**config.mk**
```make
export PLATFORM = sky130hd
export DESIGN_NAME = mcu_software_power_down
export DESIGN_NICKNAME = d
export VERILOG_FILES = /design/src/rtl/pdn_pkg.sv /design/src/rtl/float_map_if.sv /design/src/rtl/ale_hold_counter.sv /design/src/rtl/float_pin_map.sv /design/src/rtl/mcu_software_power_down.sv
export SDC_FILE = /design/constraint.sdc
export NUM_CORES = 1
export LEC_CHECK = 0
export BUFFER_PORTS_ARGS = -buffer_cell sky130_fd_sc_hd__buf_4
export CORE_ASPECT_RATIO = 1.75
export CORE_MARGIN = 2
export CORE_UTILIZATION = 45
export DETAILED_ROUTE_END_ITERATION = 16
export GPL_TIMING_DRIVEN = 0
export HOLD_SLACK_MARGIN = 0.02
export PLACE_DENSITY_LB_ADDON = 0.12
export SYNTH_ARGS = -nofsm -noshare
export SYNTH_HDL_FRONTEND = slang
export SYNTH_HIERARCHICAL = 1
export SYNTH_SLANG_ARGS = --single-unit
```
**constraint.sdc**
```tcl
create_clock -name clk -period 2.84 [get_ports clk]
set_input_delay 0.284 -clock clk [delete_from_list [all_inputs] [get_ports clk]]
set_output_delay 0.284 -clock clk [all_outputs]
set_load 0.03 [all_outputs]
```
**src/rtl/pdn_pkg.sv**
```systemverilog
/*
  Shared constants and types of the software power-down block: opcodes,
  wake vectors, wake qualification count, float modes and pin-allow layout.
  Assumes a 40 MHz single clock and no software-visible registers.
*/
`default_nettype none

package pdn_pkg;

  // Opcodes decoded by the sequencer
  localparam logic [7:0] CLOCK_GATE_CODE = 8'h01;
  localparam logic [7:0] OSC_STOP_CODE = 8'h82;
  localparam logic [7:0] PORT_FLOAT_CODE = 8'ha2;
  localparam logic [7:0] ALL_FLOAT_CODE = 8'hc2;
  // Codes not fixed here; arbitrary defaults, overridable at the top
  localparam logic [7:0] FLOAT_CANCEL_CODE_DEFAULT = 8'he2;
  localparam logic [7:0] IRQ_ENABLE_CODE_DEFAULT = 8'h05;
  localparam logic [7:0] IRQ_DISABLE_CODE_DEFAULT = 8'h15;

  // Wake qualification and restart addresses
  localparam int WAKE_ALE_COUNT = 2;
  localparam int VECTOR_WIDTH = 12;
  localparam logic [11:0] IRQ_VECTOR = 12'h003;
  localparam logic [11:0] RESET_VECTOR = 12'h000;

  // Reset values of control state
  localparam logic IRQ_ENABLE_RESET = 1'b0;
  localparam logic OSC_ENABLE_RESET = 1'b1;
  localparam logic CPU_CLK_EN_RESET = 1'b1;

  typedef enum logic [1:0] {
    FLOAT_NONE,
    FLOAT_PORTS,
    FLOAT_ALL
  } float_mode_type;

  // One bit per pin group; 1 lets the pin drive, 0 floats it
  typedef struct packed {
    logic port_one;
    logic port_two_hi;
    logic port_two_lo;
    logic bus_port;
    logic ale;
    logic fetch;
    logic expander;
    logic rd;
    logic wr;
    logic test_zero;
  } pin_allow_type;

  localparam pin_allow_type ALLOW_ALL = 10'h3ff;

endpackage

`default_nettype wire
```
**src/rtl/float_map_if.sv**
```systemverilog
/*
  Carrier between the sequencer and its pin float map.
  Assumes both ends sit in the same clock domain.
*/
`timescale 1ns/1ps
`default_nettype none

interface float_map_if;
  pdn_pkg::float_mode_type mode;
  logic ext_rom;
  logic t0_clk_out;
  pdn_pkg::pin_allow_type allow;

  modport ctrl (output mode, output ext_rom, output t0_clk_out, input allow);
  modport map (input mode, input ext_rom, input t0_clk_out, output allow);
endinterface

`default_nettype wire

```
**src/rtl/ale_hold_counter.sv**
```systemverilog
/*
  Counts address-latch pulses seen while a wake pin stays low.
  Assumes ale_pulse is a one-cycle pulse on clk.
*/
`timescale 1ns/1ps
`default_nettype none

module ale_hold_counter #(
  parameter int TARGET = pdn_pkg::WAKE_ALE_COUNT,
  parameter int CNT_WIDTH = 2
) (
  // Clock and reset
  input wire logic clk,
  input wire logic srst,
  // Control
  input wire logic clear,
  input wire logic ale_pulse,
  input wire logic pin_low,
  // Result
  output logic reached
);

  logic [CNT_WIDTH-1:0] count_reg;

  // A high pin restarts the count; saturates at the target
  always_ff @(posedge clk) begin
    if (srst || clear || !pin_low) begin
      count_reg <= '0;
    end else if (ale_pulse && !reached) begin
      count_reg <= count_reg + 1'b1;
    end
  end

  assign reached = pin_low && (count_reg >= CNT_WIDTH'(TARGET));

endmodule

`default_nettype wire

```
**src/rtl/float_pin_map.sv**
```systemverilog
/*
  Maps the float mode and ROM mode to per-pin drive permission.
  Purely combinational; the sequencer registers the result.
*/
`timescale 1ns/1ps
`default_nettype none

module float_pin_map (
  float_map_if.map fm
);

  // Strobes and test pin survive the port float; ext ROM keeps its fetch path
  always_comb begin
    fm.allow = pdn_pkg::ALLOW_ALL;
    unique case (fm.mode)
      pdn_pkg::FLOAT_NONE: begin
        fm.allow = pdn_pkg::ALLOW_ALL;
      end
      pdn_pkg::FLOAT_PORTS: begin
        fm.allow.port_one = 1'b0;
        fm.allow.port_two_hi = 1'b0;
        fm.allow.port_two_lo = fm.ext_rom;
        fm.allow.bus_port = fm.ext_rom;
      end
      pdn_pkg::FLOAT_ALL: begin
        fm.allow.port_one = 1'b0;
        fm.allow.port_two_hi = 1'b0;
        fm.allow.port_two_lo = fm.ext_rom;
        fm.allow.bus_port = fm.ext_rom;
        fm.allow.ale = fm.ext_rom;
        fm.allow.fetch = fm.ext_rom;
        fm.allow.expander = 1'b0;
        fm.allow.rd = 1'b0;
        fm.allow.wr = 1'b0;
        fm.allow.test_zero = !fm.t0_clk_out;
      end
      default: begin
        fm.allow = pdn_pkg::ALLOW_ALL;
      end
    endcase
  end

endmodule

`default_nettype wire

```
**src/rtl/mcu_software_power_down.sv**
```systemverilog
/*
  Software power-down sequencer of a small microcontroller: decodes the
  power-down opcodes, gates the CPU clock or stops the oscillator, floats
  pin groups, and qualifies wake-up on the interrupt and reset pins.
  Assumes the CPU reports each executed opcode as a one-cycle strobe, and
  produces one ale_pulse per machine cycle while its clock runs.
*/
// How it works
// Clock-gate opcode stops CPU clock, oscillator runs
// Clock-gate wake resumes without stabilisation wait
// Oscillator-stop opcode halts oscillator and CPU
// Interrupt wake from stop waits step-hold high
// Either float opcode combines with either halt
// Port float: ports float, ext ROM keeps some
// Port float keeps strobes and test pin
// All-float internal ROM floats strobes, ports, bus
// All-float external ROM keeps fetch path alive
// Test pin floats only as clock output
// Float ends on cancel, interrupt or reset low
// Power-down left only by interrupt/reset low
// Enabled interrupt held two pulses vectors three
// Power-down inside service routine resumes next
// Disabled interrupt held two pulses resumes next
// Reset held two pulses resets, starts zero
// Board holds reset until oscillator stable
// Step-hold pulled low while halted, up after; pulled low only after the oscillator-stop opcode, not the clock gate
// State retained through power-down unless reset
`timescale 1ns/1ps
`default_nettype none

module mcu_software_power_down #(
  parameter logic [7:0] FLOAT_CANCEL_CODE = pdn_pkg::FLOAT_CANCEL_CODE_DEFAULT,
  parameter logic [7:0] IRQ_ENABLE_CODE = pdn_pkg::IRQ_ENABLE_CODE_DEFAULT,
  parameter logic [7:0] IRQ_DISABLE_CODE = pdn_pkg::IRQ_DISABLE_CODE_DEFAULT
) (
  // Clock and reset
  input wire logic clk,
  input wire logic srst,
  // Opcode strobe from the CPU
  input wire logic op_exec,
  input wire logic [7:0] op_code,
  input wire logic in_service,
  // Pins and CPU status
  input wire logic int_n,
  input wire logic reset_pin_n,
  input wire logic step_hold_in,
  input wire logic external_fetch_select,
  input wire logic t0_clk_out_en,
  input wire logic ale_pulse,
  // Clock control
  output logic cpu_clk_en,
  output logic osc_enable,
  output logic cpu_hold,
  output logic step_pull_up,
  output logic step_pull_down,
  // Wake actions
  output logic irq_take,
  output logic cpu_reset,
  output logic resume_next,
  output logic [pdn_pkg::VECTOR_WIDTH-1:0] vector,
  output logic irq_enabled,
  // Pin drive permission
  output logic port_one_allow,
  output logic port_two_hi_allow,
  output logic port_two_lo_allow,
  output logic bus_port_allow,
  output logic ale_allow,
  output logic code_fetch_strobe_allow,
  output logic expander_strobe_allow,
  output logic rd_allow,
  output logic wr_allow,
  output logic test_zero_pin_allow
);

  typedef enum logic [2:0] {
    RUN,
    CLK_GATED,
    OSC_STOPPED,
    STEP_WAIT,
    QUALIFY
  } state_type;

  state_type state_reg;
  pdn_pkg::float_mode_type float_reg;
  pdn_pkg::pin_allow_type allow_reg;
  logic irq_en_reg;
  logic isr_entry_reg;
  logic cpu_clk_en_reg;
  logic osc_enable_reg;
  logic cpu_hold_reg;
  logic pull_up_reg;
  logic pull_down_reg;
  logic irq_take_reg;
  logic cpu_reset_reg;
  logic resume_reg;
  logic [pdn_pkg::VECTOR_WIDTH-1:0] vector_reg;

  logic int_low;
  logic rst_low;
  logic wake;
  logic in_power_down;
  logic int_reached;
  logic rst_reached;
  logic op_gate;
  logic op_stop;
  logic qualify_done;

  float_map_if fm ();

  assign int_low = !int_n;
  assign rst_low = !reset_pin_n;
  assign wake = int_low || rst_low;
  assign in_power_down = (state_reg == CLK_GATED) || (state_reg == OSC_STOPPED);
  assign op_gate = op_exec && (state_reg == RUN) && (op_code == pdn_pkg::CLOCK_GATE_CODE);
  assign op_stop = op_exec && (state_reg == RUN) && (op_code == pdn_pkg::OSC_STOP_CODE);
  assign qualify_done = (state_reg == QUALIFY) && (rst_reached || int_reached || !wake);

  // Wake qualifiers run only while the CPU produces address-latch pulses
  ale_hold_counter #(
    .TARGET(pdn_pkg::WAKE_ALE_COUNT),
    .CNT_WIDTH($clog2(pdn_pkg::WAKE_ALE_COUNT + 1))
  ) int_counter (
    .clk(clk),
    .srst(srst),
    .clear(state_reg != QUALIFY),
    .ale_pulse(ale_pulse),
    .pin_low(int_low),
    .reached(int_reached)
  );

  ale_hold_counter #(
    .TARGET(pdn_pkg::WAKE_ALE_COUNT),
    .CNT_WIDTH($clog2(pdn_pkg::WAKE_ALE_COUNT + 1))
  ) rst_counter (
    .clk(clk),
    .srst(srst),
    .clear(state_reg != QUALIFY),
    .ale_pulse(ale_pulse),
    .pin_low(rst_low),
    .reached(rst_reached)
  );

  assign fm.mode = float_reg;
  assign fm.ext_rom = external_fetch_select;
  assign fm.t0_clk_out = t0_clk_out_en;

  float_pin_map pin_map (
    .fm(fm.map)
  );

  // Power-down sequence; only a low wake pin leaves the halt states
  always_ff @(posedge clk) begin
    if (srst) begin
      state_reg <= RUN;
    end else begin
      unique case (state_reg)
        RUN: begin
          if (op_gate) begin
            state_reg <= CLK_GATED;
          end else if (op_stop) begin
            state_reg <= OSC_STOPPED;
          end
        end
        CLK_GATED: begin
          if (wake) begin
            state_reg <= QUALIFY;
          end
        end
        OSC_STOPPED: begin
          // Reset wake relies on the board holding the pin low
          if (rst_low) begin
            state_reg <= QUALIFY;
          end else if (int_low) begin
            state_reg <= STEP_WAIT;
          end
        end
        STEP_WAIT: begin
          if (step_hold_in) begin
            state_reg <= QUALIFY;
          end
        end
        QUALIFY: begin
          if (qualify_done) begin
            state_reg <= RUN;
          end
        end
      endcase
    end
  end

  // Float mode survives a following halt opcode; any low wake pin cancels
  always_ff @(posedge clk) begin
    if (srst) begin
      float_reg <= pdn_pkg::FLOAT_NONE;
    end else if (wake) begin
      float_reg <= pdn_pkg::FLOAT_NONE;
    end else if (op_exec && state_reg == RUN) begin
      if (op_code == pdn_pkg::PORT_FLOAT_CODE) begin
        float_reg <= pdn_pkg::FLOAT_PORTS;
      end else if (op_code == pdn_pkg::ALL_FLOAT_CODE) begin
        float_reg <= pdn_pkg::FLOAT_ALL;
      end else if (op_code == FLOAT_CANCEL_CODE) begin
        float_reg <= pdn_pkg::FLOAT_NONE;
      end
    end
  end

  // Registered pin permission; strobes stay on in port float
  always_ff @(posedge clk) begin
    if (srst) begin
      allow_reg <= pdn_pkg::ALLOW_ALL;
    end else begin
      allow_reg <= fm.allow;
    end
  end

  // Interrupt enable kept across power-down, cleared by reset wake or the disable opcode
  always_ff @(posedge clk) begin
    if (srst) begin
      irq_en_reg <= pdn_pkg::IRQ_ENABLE_RESET;
    end else if (qualify_done && rst_reached) begin
      irq_en_reg <= pdn_pkg::IRQ_ENABLE_RESET;
    end else if (op_exec && state_reg == RUN && op_code == IRQ_ENABLE_CODE) begin
      irq_en_reg <= 1'b1;
    end else if (op_exec && state_reg == RUN && op_code == IRQ_DISABLE_CODE) begin
      irq_en_reg <= 1'b0;
    end
  end

  // Remember whether the halt came from inside a service routine
  always_ff @(posedge clk) begin
    if (srst) begin
      isr_entry_reg <= 1'b0;
    end else if (op_gate || op_stop) begin
      isr_entry_reg <= in_service;
    end
  end

  // Clock gating and oscillator; a clock-gate wake restarts at once
  always_ff @(posedge clk) begin
    if (srst) begin
      cpu_clk_en_reg <= pdn_pkg::CPU_CLK_EN_RESET;
      osc_enable_reg <= pdn_pkg::OSC_ENABLE_RESET;
    end else if (op_gate) begin
      cpu_clk_en_reg <= 1'b0;
    end else if (op_stop) begin
      cpu_clk_en_reg <= 1'b0;
      osc_enable_reg <= 1'b0;
    end else if (in_power_down && wake) begin
      cpu_clk_en_reg <= 1'b1;
      osc_enable_reg <= 1'b1;
    end
  end

  // CPU held until the step-hold capacitor charges past threshold
  always_ff @(posedge clk) begin
    if (srst) begin
      cpu_hold_reg <= 1'b0;
    end else if (state_reg == OSC_STOPPED && int_low && !rst_low) begin
      cpu_hold_reg <= 1'b1;
    end else if (state_reg == STEP_WAIT && step_hold_in) begin
      cpu_hold_reg <= 1'b0;
    end
  end

  // Weak pull-down only while the oscillator is halted
  always_ff @(posedge clk) begin
    if (srst) begin
      pull_down_reg <= 1'b0;
      pull_up_reg <= 1'b1;
    end else if (op_stop) begin
      pull_down_reg <= 1'b1;
      pull_up_reg <= 1'b0;
    end else if (state_reg == OSC_STOPPED && wake) begin
      pull_down_reg <= 1'b0;
      pull_up_reg <= 1'b1;
    end
  end

  // Wake outcome pulses; reset wins over an interrupt reaching together
  always_ff @(posedge clk) begin
    if (srst) begin
      irq_take_reg <= 1'b0;
      cpu_reset_reg <= 1'b0;
      resume_reg <= 1'b0;
      vector_reg <= pdn_pkg::RESET_VECTOR;
    end else begin
      irq_take_reg <= 1'b0;
      cpu_reset_reg <= 1'b0;
      resume_reg <= 1'b0;
      if (qualify_done) begin
        if (rst_reached) begin
          cpu_reset_reg <= 1'b1;
          vector_reg <= pdn_pkg::RESET_VECTOR;
        end else if (int_reached && irq_en_reg && !isr_entry_reg) begin
          irq_take_reg <= 1'b1;
          vector_reg <= pdn_pkg::IRQ_VECTOR;
        end else begin
          resume_reg <= 1'b1;
        end
      end
    end
  end

  assign cpu_clk_en = cpu_clk_en_reg;
  assign osc_enable = osc_enable_reg;
  assign cpu_hold = cpu_hold_reg;
  assign step_pull_up = pull_up_reg;
  assign step_pull_down = pull_down_reg;
  assign irq_take = irq_take_reg;
  assign cpu_reset = cpu_reset_reg;
  assign resume_next = resume_reg;
  assign vector = vector_reg;
  assign irq_enabled = irq_en_reg;
  assign port_one_allow = allow_reg.port_one;
  assign port_two_hi_allow = allow_reg.port_two_hi;
  assign port_two_lo_allow = allow_reg.port_two_lo;
  assign bus_port_allow = allow_reg.bus_port;
  assign ale_allow = allow_reg.ale;
  assign code_fetch_strobe_allow = allow_reg.fetch;
  assign expander_strobe_allow = allow_reg.expander;
  assign rd_allow = allow_reg.rd;
  assign wr_allow = allow_reg.wr;
  assign test_zero_pin_allow = allow_reg.test_zero;

endmodule

`default_nettype wire

```
# Yosys cells after proc, flatten, opt, wreduce, memory -nomap -nowiden
# Index checks and enable logic that the tools add are counted.
# word_totals
out_inout_bits,31
input_bits,18
reg_bits,39
word_cells,131
# op_classes
n_eq_ne,19
magnitude_cmp,2
add_sub_neg,2
mux,29
bitwise_logic,4
n_reduce_logical,52
# ops
operator,count
"equality test 8 bit, second input constant",4
2-to-1 mux 12 bit,2
2-to-1 mux 3 bit,7
logical AND 1 bit,18
case mux 3 bit (5 select lines),1
2-to-1 mux 1 bit,14
OR reduction 2 bit,6
nonzero test 2 bit,5
"!= test 3 bit, second input constant",3
"equality test 8 x 1 -> 1 bit, second input constant",1
"equality test 8 x 3 -> 1 bit, second input constant",1
"equality test 8 x 5 -> 1 bit, second input constant",1
logical OR 1 bit,8
2-to-1 mux 4 bit,2
zero test 1 bit,7
"equality test 3 x 2 -> 1 bit, second input constant",2
2-to-1 mux 2 bit,3
"!= test 2 bit, second input constant",3
AND reduction 2 bit,3
nonzero test 3 bit,2
AND reduction 5 bit,1
"adder 2 x 1 -> 2 bit, second input constant",2
">= comparator 2 bit, second input constant",2
inverter 1 bit,4
6 further kinds,6

# Depth between registers and ports, before layout
# Gate-level depths: netlist (run 1).
# logic_depth
ltp_word,7
depth_mapped,7
ltp_nobuf,6

# Cells and area by module
# Netlist (run 1), hierarchy kept.
# by_module_without_submodules
module,area_per_inst_um2,cells_each,n_inst,seq_area_each_um2
mcu_software_power_down,1194.9,128,1,520.5
ale_hold_counter (rst_counter),127.6,12,1,40.0
ale_hold_counter (int_counter),88.8,10,1,40.0
float_pin_map,73.8,11,1,0.0

# Least setup slack after synthesis (run 1)
# OpenSTA, ideal clock, no wires.
# synth_timing
path_kind,register to register
startpoint,register rst_counter.count_reg[0]
endpoint,register state_reg[0]
path_buffers,0
stages_incl_launch_ff,7
required_ns,2.749
t_arrival_ns,1.317
synth_period_minus_slack_ns,1.408
setup_slack_ns,1.432
setup_ns,0.091
path_cell_list,dfxtp_1 -> inv_1 -> ha_1 -> o21a_1 -> nand4b_1 -> and3_1 -> a311oi_1
# synth_between
elab_chain_cells,7
# synth_rtl
item,line,source
"start, declared",ale_hold_counter.sv:23,logic [CNT_WIDTH-1:0] count_reg;
"start signal, assigned",ale_hold_counter.sv:30,count_reg <= count_reg + 1'b1;
>= comparator 2 bit,ale_hold_counter.sv:34,assign reached = pin_low && (count_reg >= CNT_WIDTH'(TARGET));
logical AND 1 bit,ale_hold_counter.sv:34,
net rst_reached,mcu_software_power_down.sv:103,logic rst_reached;
logical OR 1 bit (2 in series),mcu_software_power_down.sv:116,assign qualify_done = (state_reg == QUALIFY) && (rst_reached || int_reached || !wake);
logical AND 1 bit,mcu_software_power_down.sv:116,
!= test 2 bit (no source line),-,
AND reduction 5 bit (no source line),-,
"end signal, assigned",mcu_software_power_down.sv:154,state_reg <= RUN;
"end signal, assigned",mcu_software_power_down.sv:159,state_reg <= CLK_GATED;
"end signal, assigned",mcu_software_power_down.sv:161,state_reg <= OSC_STOPPED;
"end, declared",mcu_software_power_down.sv:83,state_type state_reg;
# The timed path passes the listed nets, and every way through them passes these cells.
# A chain may end at the register's enable or synchronous reset.

# Worst setup path in the final report (run 1)
# Ends and elaborated chain as after synthesis.

==> results.txt, run 1 <==
----------------------------------------------------
[Drt]
  Average wire length per cell after detail routing ... 11.9 um
  Top routing layer in use ... met4
  Number of design rule violations left after detail routing ... 0
  First-pass iteration count of the detailed router ... 4
  Number of routed nets with antenna violations ... 0
  Post-route met1 wirelength ... 1150 um
  Starting DRC count in detailed routing ... 11
  WL met2 ... 1730 um
  Via count normalized by instance count ... 4.86
  Metal3 WL ... 125 um
  Drt total wl ... 3070 um
  Via count ... 1249

[CTS]
  Worst skew pair latency ... 0.27 ns
  Sink count of the clock tree ... 30
  CTS H-tree depth ... 2
  Largest buffer count on any clock path ... 2
  Number of buffers added by the clock tree synthesis step ... 5
  CTS tree ... yes
  Clock transition at path regs ... 0.06 ns
  Post-CTS setup buffer count ... 0
  Number of buffers added to fix hold violations after cts ... 0
  Cell at the root of the clock tree ... sky130_fd_sc_hd__clkbuf_8
  Number of instances resized during post-cts repair ... 0

[Setup path]
  List of cells traversed by the critical path ... inv_1 -> ha_1 -> o21a_1 -> nand4b_1 -> and3_1 -> a311oi_1
  Arr. time, crit path ... 1.76 ns
  Launching element type of the critical path ... register
  Cell with the largest stage delay on the worst path ... sky130_fd_sc_hd__dfxtp_1
  Peak fanout along the critical path ... 4
  CP Buf/Inv Count ... 1
  Stages on worst setup path ... 6
  Top delay family on crit path ... simple AND/OR/NAND/NOR gates
  Category of the worst setup path capture point ... register
  Number of cell instances on the worst register-to-register path ... 6
  Capturing point of the worst reg2reg path ... state_reg[0]
  Setup slack, reg-to-reg ... 1.27 ns
  Delay contributed by the slowest stage of the critical path ... 0.35 ns
  Reg2reg start ... rst_counter/count_reg[0]
  Classification of the worst setup path ... register to register
  CP Data Required Time ... 3.02 ns

[Final layout]
  Antenna fix cells ... 0
  Final Util ... 0.618
  Fin area ... 1940 um2
  Number of fillers in the final layout ... 297
  Area overhead of the layout relative to synthesis ... 30.7%
  Proportion of layout cells with a drive suffix above 1 ... 0.383
  Final nets ... 235
  Flip-flop count of the largest register after layout ... 3

[STA]
  Worst clock skew on the final layout ... 0.00270 ns
  Number of hold violations in the final report ... 0
  Fmax ... 635 MHz
  Worst hold slack ... 0.231 ns
  Final critical-path required period ... 1.57 ns
  Final TNS setup ... 0 ns
  Period Utilization, post-route ... 0.554
  Final count of pins violating max slew ... 0
  Final setup violating endpoints ... 0
  Setup repair after global routing missed its margin ... false

[Placed design]
  Port Buffer Count ... 38
  Final weighted congestion in routability-driven placement ... 0.814
  Sum of net half-perimeters after detailed placement ... 2450 um
  Instance area after placement ... 1860 um2

[Power]
  Power density over cell area ... 454 nW/um2
  Static leakage ... 0.842 nW
  Peak VDD IR ... 470 uV

[Synthesis]
  Number of warnings issued by yosys ... 6
  Mapped Area ... 1490 um2
  Number of synthesized flops with an enable pin ... 0
  Share of synthesized registers carrying an async set or reset ... 0
  Leading register cell type out of synthesis ... sky130_fd_sc_hd__dfxtp_1
  Average cell area after synthesis ... 9.22 um2
  Area share of the largest cell type after synthesis ... 0.404
  Number of storage elements in the synthesis netlist ... 30
  Cell variety after synth ... 50
  Biggest area contributors in the synthesized netlist ... sky130_fd_sc_hd__dfxtp_1 (40%), sky130_fd_sc_hd__buf_4 (8.1%), sky130_fd_sc_hd__or2_2 (4.2%)
  Sequential share of the synthesized area ... 0.404
  Cell type with the highest aggregate area in the netlist ... sky130_fd_sc_hd__dfxtp_1
  Post-synthesis cell count ... 161

[Job]
  Number of violations of the max-capacitance limit ... 0

[Die]
  Floorplan die height ... 80.0 um
  Area enclosed by the die boundary ... 3790 um2
  Starting utilization of the core area ... 0.473
  Core footprint ... 3140 um2
  Number of placed I/O pins ... 49
  Number of core rows ... 27
  Horizontal extent of the die ... 47.4 um

[GRT]
  Final global-route overflow total ... 0
  Maximum number of pins on one net before global-route repair ... 13
  Initial antenna violation count ... 0
  Via count of the first global-routing pass ... 1198
  Global-route wire length before repair ... 5050 um
  Overall global routing resource usage ... 0.187

[Run status]
  Result of the run ... finished clean

[Worst hold path]
  Hold crit path type ... primary input to register
  Cells on Worst Hold Path ... 2
  Sink of the worst hold path ... float_reg[0]
  HP Start ... op_code[6]

----------------------------------------------------
## synth_stat cells (3+ instances only)
library cell and instances:
sky130_fd_sc_hd__dfxtp_1 30, sky130_fd_sc_hd__nand2_1 9, sky130_fd_sc_hd__nor3b_1 5, sky130_fd_sc_hd__inv_1 7, sky130_fd_sc_hd__and2_1 3, sky130_fd_sc_hd__a21oi_1 12
sky130_fd_sc_hd__or2_2 10, sky130_fd_sc_hd__buf_4 16, sky130_fd_sc_hd__nor2_1 13, sky130_fd_sc_hd__o21bai_1 3, sky130_fd_sc_hd__nand2b_1 3
## area by class of cell
cell class,instances,area [um2],share of cell area
buffer,21,155,0.0799
clock buffer,6,82.6,0.0426
inverter,7,26.3,0.0135
multi-input combinational,112,737,0.380
sequential,30,601,0.309
tap,43,53.8,0.0277
timing repair buffer,38,285,0.147
## cell families after synthesis
logic type | after synthesis | synth area share
compound gates | 28 | 0.134
xor+xnor | 3 | 0.0177
fa+ha+maj | 2 | 0.0168
buf+inv | 28 | 0.122
flops | 30 | 0.404
mux | 3 | 0.0211
other cells | 1 | 0.00252
simple gates | 66 | 0.281
## report_power, final
group	switching, mW	total [mW]	leakage, nW	internal, mW
combinational	0.0728	0.131	0.556	0.0580
sequential	0.00198	0.427	0.242	0.425
clock	0.137	0.323	0.0431	0.186
## layout by cell type, fill, tap and decap left out, types with 2 or more instances in the layout
cell type	netlist	layout
sky130_fd_sc_hd__a21oi_1	12	12
sky130_fd_sc_hd__clkbuf_8	0	6
sky130_fd_sc_hd__nand4_1	2	2
sky130_fd_sc_hd__buf_4	16	54
sky130_fd_sc_hd__o21bai_1	3	3
sky130_fd_sc_hd__ha_1	2	2
sky130_fd_sc_hd__nor3b_1	5	5
sky130_fd_sc_hd__o21ai_0	2	2
sky130_fd_sc_hd__clkbuf_1	2	2
sky130_fd_sc_hd__nand2_1	9	9
sky130_fd_sc_hd__a2111oi_2	2	2
sky130_fd_sc_hd__conb_1	1	10
sky130_fd_sc_hd__dfxtp_1	30	30
sky130_fd_sc_hd__nor4b_1	2	2
sky130_fd_sc_hd__xnor2_1	2	2
sky130_fd_sc_hd__and3b_1	2	2
sky130_fd_sc_hd__nor3_1	2	2
sky130_fd_sc_hd__nand2b_1	3	3
sky130_fd_sc_hd__buf_6	2	2
sky130_fd_sc_hd__or2_2	10	10
sky130_fd_sc_hd__mux2i_1	2	2
sky130_fd_sc_hd__nor2_1	13	13
sky130_fd_sc_hd__and2_1	3	3
sky130_fd_sc_hd__inv_1	7	7
## per-layer routing
layer  up-vias  global-route usage
met4         0              0.0917
met5         -                   0
met3         5              0.0475
met2        30               0.332
li1        639                   -
met1       575               0.185
## worst max path at each step
stage / to / start
finish: state_reg[0] / rst_counter/count_reg[0]
detailed placement: state_reg[0] / rst_counter/count_reg[0]
global placement: state_reg[0] / rst_counter/count_reg[0]
floorplan: state_reg[0] / rst_counter/count_reg[0]
global route: state_reg[0] / rst_counter/count_reg[0]
CTS: state_reg[0] / rst_counter/count_reg[0]
## stage by stage
| step | setup WS [ns] | power (mW) | cells |
|---|---|---|---|
| global route | 1.13 | 0.926 | 257 |
| floorplan | 1.43 | 0.527 | 170 |
| detailed placement | 1.28 | 0.566 | 251 |
| global placement | 1.32 | 0.564 | 251 |
| CTS | 1.25 | 0.894 | 257 |
| finish | 1.27 | 0.881 | 257 |
Power figures use the tool's default switching activity.
==> inputs of run 2 (changes only) <==
clock period = 1.59 ns   (was 2.84 ns; I/O delays follow)
==> results.txt, run 2 (synthesis results as in run 1) <==
----------------------------------------------------
[Run status]
  Result of the run ... finished clean

[STA]
  Worst hold slack ... 0.104 ns
  Setup repair after global routing missed its margin ... true
  Period Utilization, post-route ... 0.961
  Final critical-path required period ... 1.53 ns
  Final setup violating endpoints ... 0
  Worst clock skew on the final layout ... 0.00411 ns
  Final count of pins violating max slew ... 0
  Final TNS setup ... 0 ns
  Fmax ... 654 MHz
  Number of hold violations in the final report ... 0

[Setup path]
  Arr. time, crit path ... 1.71 ns
  Classification of the worst setup path ... register to register
  Category of the worst setup path capture point ... register
  CP Data Required Time ... 1.77 ns
  Peak fanout along the critical path ... 4
  Launching element type of the critical path ... register

[Die]
  Area enclosed by the die boundary ... 3790 um2
  Number of core rows ... 27
  Starting utilization of the core area ... 0.473
  Core footprint ... 3140 um2
  Number of placed I/O pins ... 49
  Floorplan die height ... 80.0 um
  Horizontal extent of the die ... 47.4 um

[CTS]
  Clock transition at path regs ... 0.06 ns
  Largest buffer count on any clock path ... 2
  Worst skew pair latency ... 0.27 ns
  CTS H-tree depth ... 2
  Sink count of the clock tree ... 30
  Cell at the root of the clock tree ... sky130_fd_sc_hd__clkbuf_8
  Number of buffers added by the clock tree synthesis step ... 5
  CTS tree ... yes

[Drt]
  Via count normalized by instance count ... 4.86
  Starting DRC count in detailed routing ... 16
  Drt total wl ... 3240 um
  First-pass iteration count of the detailed router ... 4
  Average wire length per cell after detail routing ... 12.4 um
  Number of routed nets with antenna violations ... 0
  Via count ... 1274
  Number of design rule violations left after detail routing ... 0

[Final layout]
  Area overhead of the layout relative to synthesis ... 34.1%
  Leading cell type in the layout, fill and taps excluded ... sky130_fd_sc_hd__buf_4
  Flip-flop count of the largest register after layout ... 3
  Proportion of layout cells with a drive suffix above 1 ... 0.411
  Fin area ... 1990 um2
  Final nets ... 240
  Final Util ... 0.634
  Antenna fix cells ... 0
  Commonest cells after routing, fill and taps aside ... sky130_fd_sc_hd__buf_4 (59), sky130_fd_sc_hd__dfxtp_1 (29), sky130_fd_sc_hd__nor2_1 (13)

[GRT]
  Maximum number of pins on one net before global-route repair ... 13
  Final global-route overflow total ... 0
  Global-route wire length before repair ... 5090 um
  Overall global routing resource usage ... 0.188
  Initial antenna violation count ... 0
  Via count of the first global-routing pass ... 1202

[Placed design]
  Final weighted congestion in routability-driven placement ... 0.814
  Sum of net half-perimeters after detailed placement ... 2450 um
  Instance area after placement ... 1860 um2
  Port Buffer Count ... 38

[Job]
  Number of violations of the max-capacitance limit ... 0

[Power]
  Power density over cell area ... 797 nW/um2
  Peak VDD IR ... 846 uV
  Static leakage ... 0.867 nW

[Worst hold path]
  Hold crit path type ... primary input to register

----------------------------------------------------
## run 2: area by class of cell
cell class	instances	area [um2]
Inverter	7	26.3
Clock buffer	6	82.6
Multi-Input combinational cell	112	749
Buffer	21	155
Timing Repair Buffer	43	323
Sequential cell	30	602
Tap cell	43	53.8
Fill cell	294	1150
## run 2: per-stage QoR
| stage | total power, mW | cells | setup WS, ns |
|---|---|---|---|
| final | 1.59 | 262 | 0.0613 |
| after CTS | 1.60 | 258 | 0.0134 |
| after global routing | 1.67 | 262 | -0.0539 |
| after detailed placement | 1.01 | 251 | 0.0277 |
| after global placement | 1.01 | 251 | 0.0657 |
| after floorplan | 0.941 | 170 | 0.182 |
## run 2: worst paths after layout
check                                 from  depth (start not counted)            to  slack [ns]
setup / recovery  rst_counter/count_reg[1]                          5  state_reg[0]        0.06
hold / removal                  op_code[6]                          2  float_reg[0]        0.10
hold reg to reg                   cpu_hold                          2      cpu_hold        0.49
setup reg to reg  rst_counter/count_reg[1]                          5  state_reg[0]        0.06
## run 2: critical path, cell delays in order, from the launching register on
cell and delay (ns):
sky130_fd_sc_hd__dfxtp_1 0.37, sky130_fd_sc_hd__ha_4 0.19, sky130_fd_sc_hd__o21a_1 0.21, sky130_fd_sc_hd__nand4b_1 0.22
sky130_fd_sc_hd__and3_1 0.22, sky130_fd_sc_hd__a311oi_1 0.23
## run 2: timing repair
action,CTS,global route
hold buffers,0,0
gates resized for setup,0,4
pin swaps,0,4
cloned,0,0
endpoints found under the setup margin,1,4
buffers inserted,1,4
## run 2: power breakdown
group | internal, mW | switching (mW) | leakage [nW] | total (mW)
sequential | 0.759 | 0.00355 | 0.243 | 0.763
combinational | 0.111 | 0.134 | 0.581 | 0.245
clock | 0.332 | 0.246 | 0.0431 | 0.579
## run 2: metal layers
metal | track usage | wire length (um) | up-vias
met1 | 0.187 | 1170 | 581
met2 | 0.335 | 1840 | 38
li1 | - | - | 648
met4 | 0.0917 | 70 | 0
met5 | 0 | 0 | -
met3 | 0.0475 | 165 | 7
==> inputs of run 3 (changes only) <==
GPL_TIMING_DRIVEN = unset   (was 0)
REMOVE_ABC_BUFFERS = 1   (was unset)
==> results.txt, run 3 (synthesis results as in run 1) <==
----------------------------------------------------
[Power]
  Peak VDD IR ... 742 uV
  Power density over cell area ... 884 nW/um2
  Static leakage ... 0.764 nW
  Overall power ... 1.62 mW

[Setup path]
  Number of cell instances on the worst register-to-register path ... 6
  CP Launch Point ... rst_counter/count_reg[0]
  Crit path capture ... state_reg[0]
  CP Data Required Time ... 1.78 ns
  Reg2reg start ... rst_counter/count_reg[0]
  Arr. time, crit path ... 1.72 ns
  Capturing point of the worst reg2reg path ... state_reg[0]
  Setup slack, reg-to-reg ... 0.06 ns
  Category of the worst setup path capture point ... register
  Peak fanout along the critical path ... 4
  Classification of the worst setup path ... register to register
  Launching element type of the critical path ... register

[STA]
  Worst clock skew on the final layout ... 0.00361 ns
  Final count of pins violating max slew ... 0
  Setup repair after global routing missed its margin ... true
  Fmax ... 653 MHz
  Final setup violating endpoints ... 0
  Final critical-path required period ... 1.53 ns
  Number of hold violations in the final report ... 0
  Period Utilization, post-route ... 0.963

[Run status]
  Result of the run ... finished clean

[Final layout]
  Multi-input gate area ... 737 um2
  Flip-flop count of the largest register after layout ... 3
  Leading cell type in the layout, fill and taps excluded ... sky130_fd_sc_hd__buf_4
  Number of fillers in the final layout ... 307
  Fin area ... 1830 um2
  Proportion of layout cells with a drive suffix above 1 ... 0.352
  Antenna fix cells ... 0
  Commonest cells after routing, fill and taps aside ... sky130_fd_sc_hd__buf_4 (42), sky130_fd_sc_hd__dfxtp_1 (29), sky130_fd_sc_hd__nor2_1 (13)
  Final nets ... 218
  Final Non-Filler Cells ... 242
  Sequential cell area in the final layout ... 602 um2
  Area overhead of the layout relative to synthesis ... 23.2%

[Die]
  Horizontal extent of the die ... 47.4 um
  Number of core rows ... 27
  Floorplan die height ... 80.0 um
  Starting utilization of the core area ... 0.473
  Number of placed I/O pins ... 49
  Core footprint ... 3140 um2
  Area enclosed by the die boundary ... 3790 um2

[CTS]
  CTS tree ... yes
  Cell at the root of the clock tree ... sky130_fd_sc_hd__clkbuf_8
  Sink count of the clock tree ... 30
  Number of buffers added to fix hold violations after cts ... 0
  Number of buffers added by the clock tree synthesis step ... 5
  CTS H-tree depth ... 2
  Worst skew pair latency ... 0.28 ns
  Largest buffer count on any clock path ... 2
  Clock transition at path regs ... 0.07 ns

[Placed design]
  Port Buffer Count ... 38
  Final weighted congestion in routability-driven placement ... 0.872
  Sum of net half-perimeters after detailed placement ... 2430 um
  Placed insts ... 232
  Instance area after placement ... 1720 um2

[GRT]
  Via count of the first global-routing pass ... 1172
  Overall global routing resource usage ... 0.184
  Initial antenna violation count ... 0
  Maximum number of pins on one net before global-route repair ... 31
  Final global-route overflow total ... 0
  Global-route wire length before repair ... 5000 um

[Drt]
  Drt total wl ... 3180 um
  Via count ... 1205
  Average wire length per cell after detail routing ... 13.1 um
  Number of design rule violations left after detail routing ... 0
  Starting DRC count in detailed routing ... 14
  Number of routed nets with antenna violations ... 0
  Via count normalized by instance count ... 4.98
  First-pass iteration count of the detailed router ... 4

[Worst hold path]
  Hold crit path type ... primary input to register

[Job]
  Number of violations of the max-capacitance limit ... 0

----------------------------------------------------
==> run 3: cell types whose count changed in the layout (fill, tap and decap cells not counted), sizes merged <==
cell,change
buf,-20
clkinvlp,+1
clkinv,+1
clkbuf,-2
==> run 3: final cells by class <==
class,instances,share of cell area
Clock buffer,6,0.0451
Clock inverter,2,0.00684
Inverter,7,0.0144
Multi-Input combinational cell,112,0.403
Sequential cell,30,0.329
Tap cell,43,0.0294
Timing Repair Buffer,42,0.172
==> run 3: worst min-delay path by stage <==
| stage | from | endpoint | slack (ns) | depth (start not counted) |
|---|---|---|---|---|
| final | op_code[6] | float_reg[0] | 0.10 | 2 |
| after global placement | op_code[5] | float_reg[1] | 0.39 | 2 |
| after global routing | op_code[5] | float_reg[1] | 0.09 | 2 |
| after floorplan | srst | cpu_hold | 0.23 | 1 |
| after CTS | op_code[5] | float_reg[1] | 0.09 | 2 |
| after detailed placement | op_code[5] | float_reg[1] | 0.39 | 2 |
==> run 3: stage by stage <==
step | TNS (ns) | setup WS (ns) | utilization | hold WS [ns]
floorplan | 0 | 0.181 | - | 0.228
detailed placement | 0 | 0.0185 | 0.547 | 0.390
global route | -0.0609 | -0.0363 | 0.582 | 0.0937
CTS | 0 | 0.0194 | 0.577 | 0.0860
global placement | 0 | 0.120 | 0.547 | 0.388
finish | 0 | 0.0596 | 0.582 | 0.102
==> run 3: metal layers <==
metal / global-route usage / up-vias / share of wire
met3: 0.0430 / 8 / 0.054
met4: 0.0889 / 0 / 0.025
met1: 0.185 / 554 / 0.37
met5: 0 / - / 0
met2: 0.328 / 41 / 0.55
li1: - / 602 / -
==> run 3: critical path, cell delays in order, from the launching register on <==
cell	delay [ns]
sky130_fd_sc_hd__dfxtp_2	0.34
sky130_fd_sc_hd__inv_1	0.04
sky130_fd_sc_hd__ha_1	0.23
sky130_fd_sc_hd__o21a_1	0.22
sky130_fd_sc_hd__nand4b_1	0.22
sky130_fd_sc_hd__and3_1	0.21
sky130_fd_sc_hd__a311oi_1	0.19
==> run 3: repair_timing <==
action                                  in CTS  in global routing
resized for setup                            0                  1
buffers inserted                             0                  2
endpoints found under the setup margin       0                  4
==> run 3: power by group <==
| part | internal [mW] | switching [mW] | leakage [nW] |
|---|---|---|---|
| Clock | 0.347 | 0.291 | 0.0472 |
| Sequential | 0.759 | 0.0161 | 0.243 |
| Combinational | 0.0876 | 0.116 | 0.474 |
| Total | 1.19 | 0.423 | 0.764 |
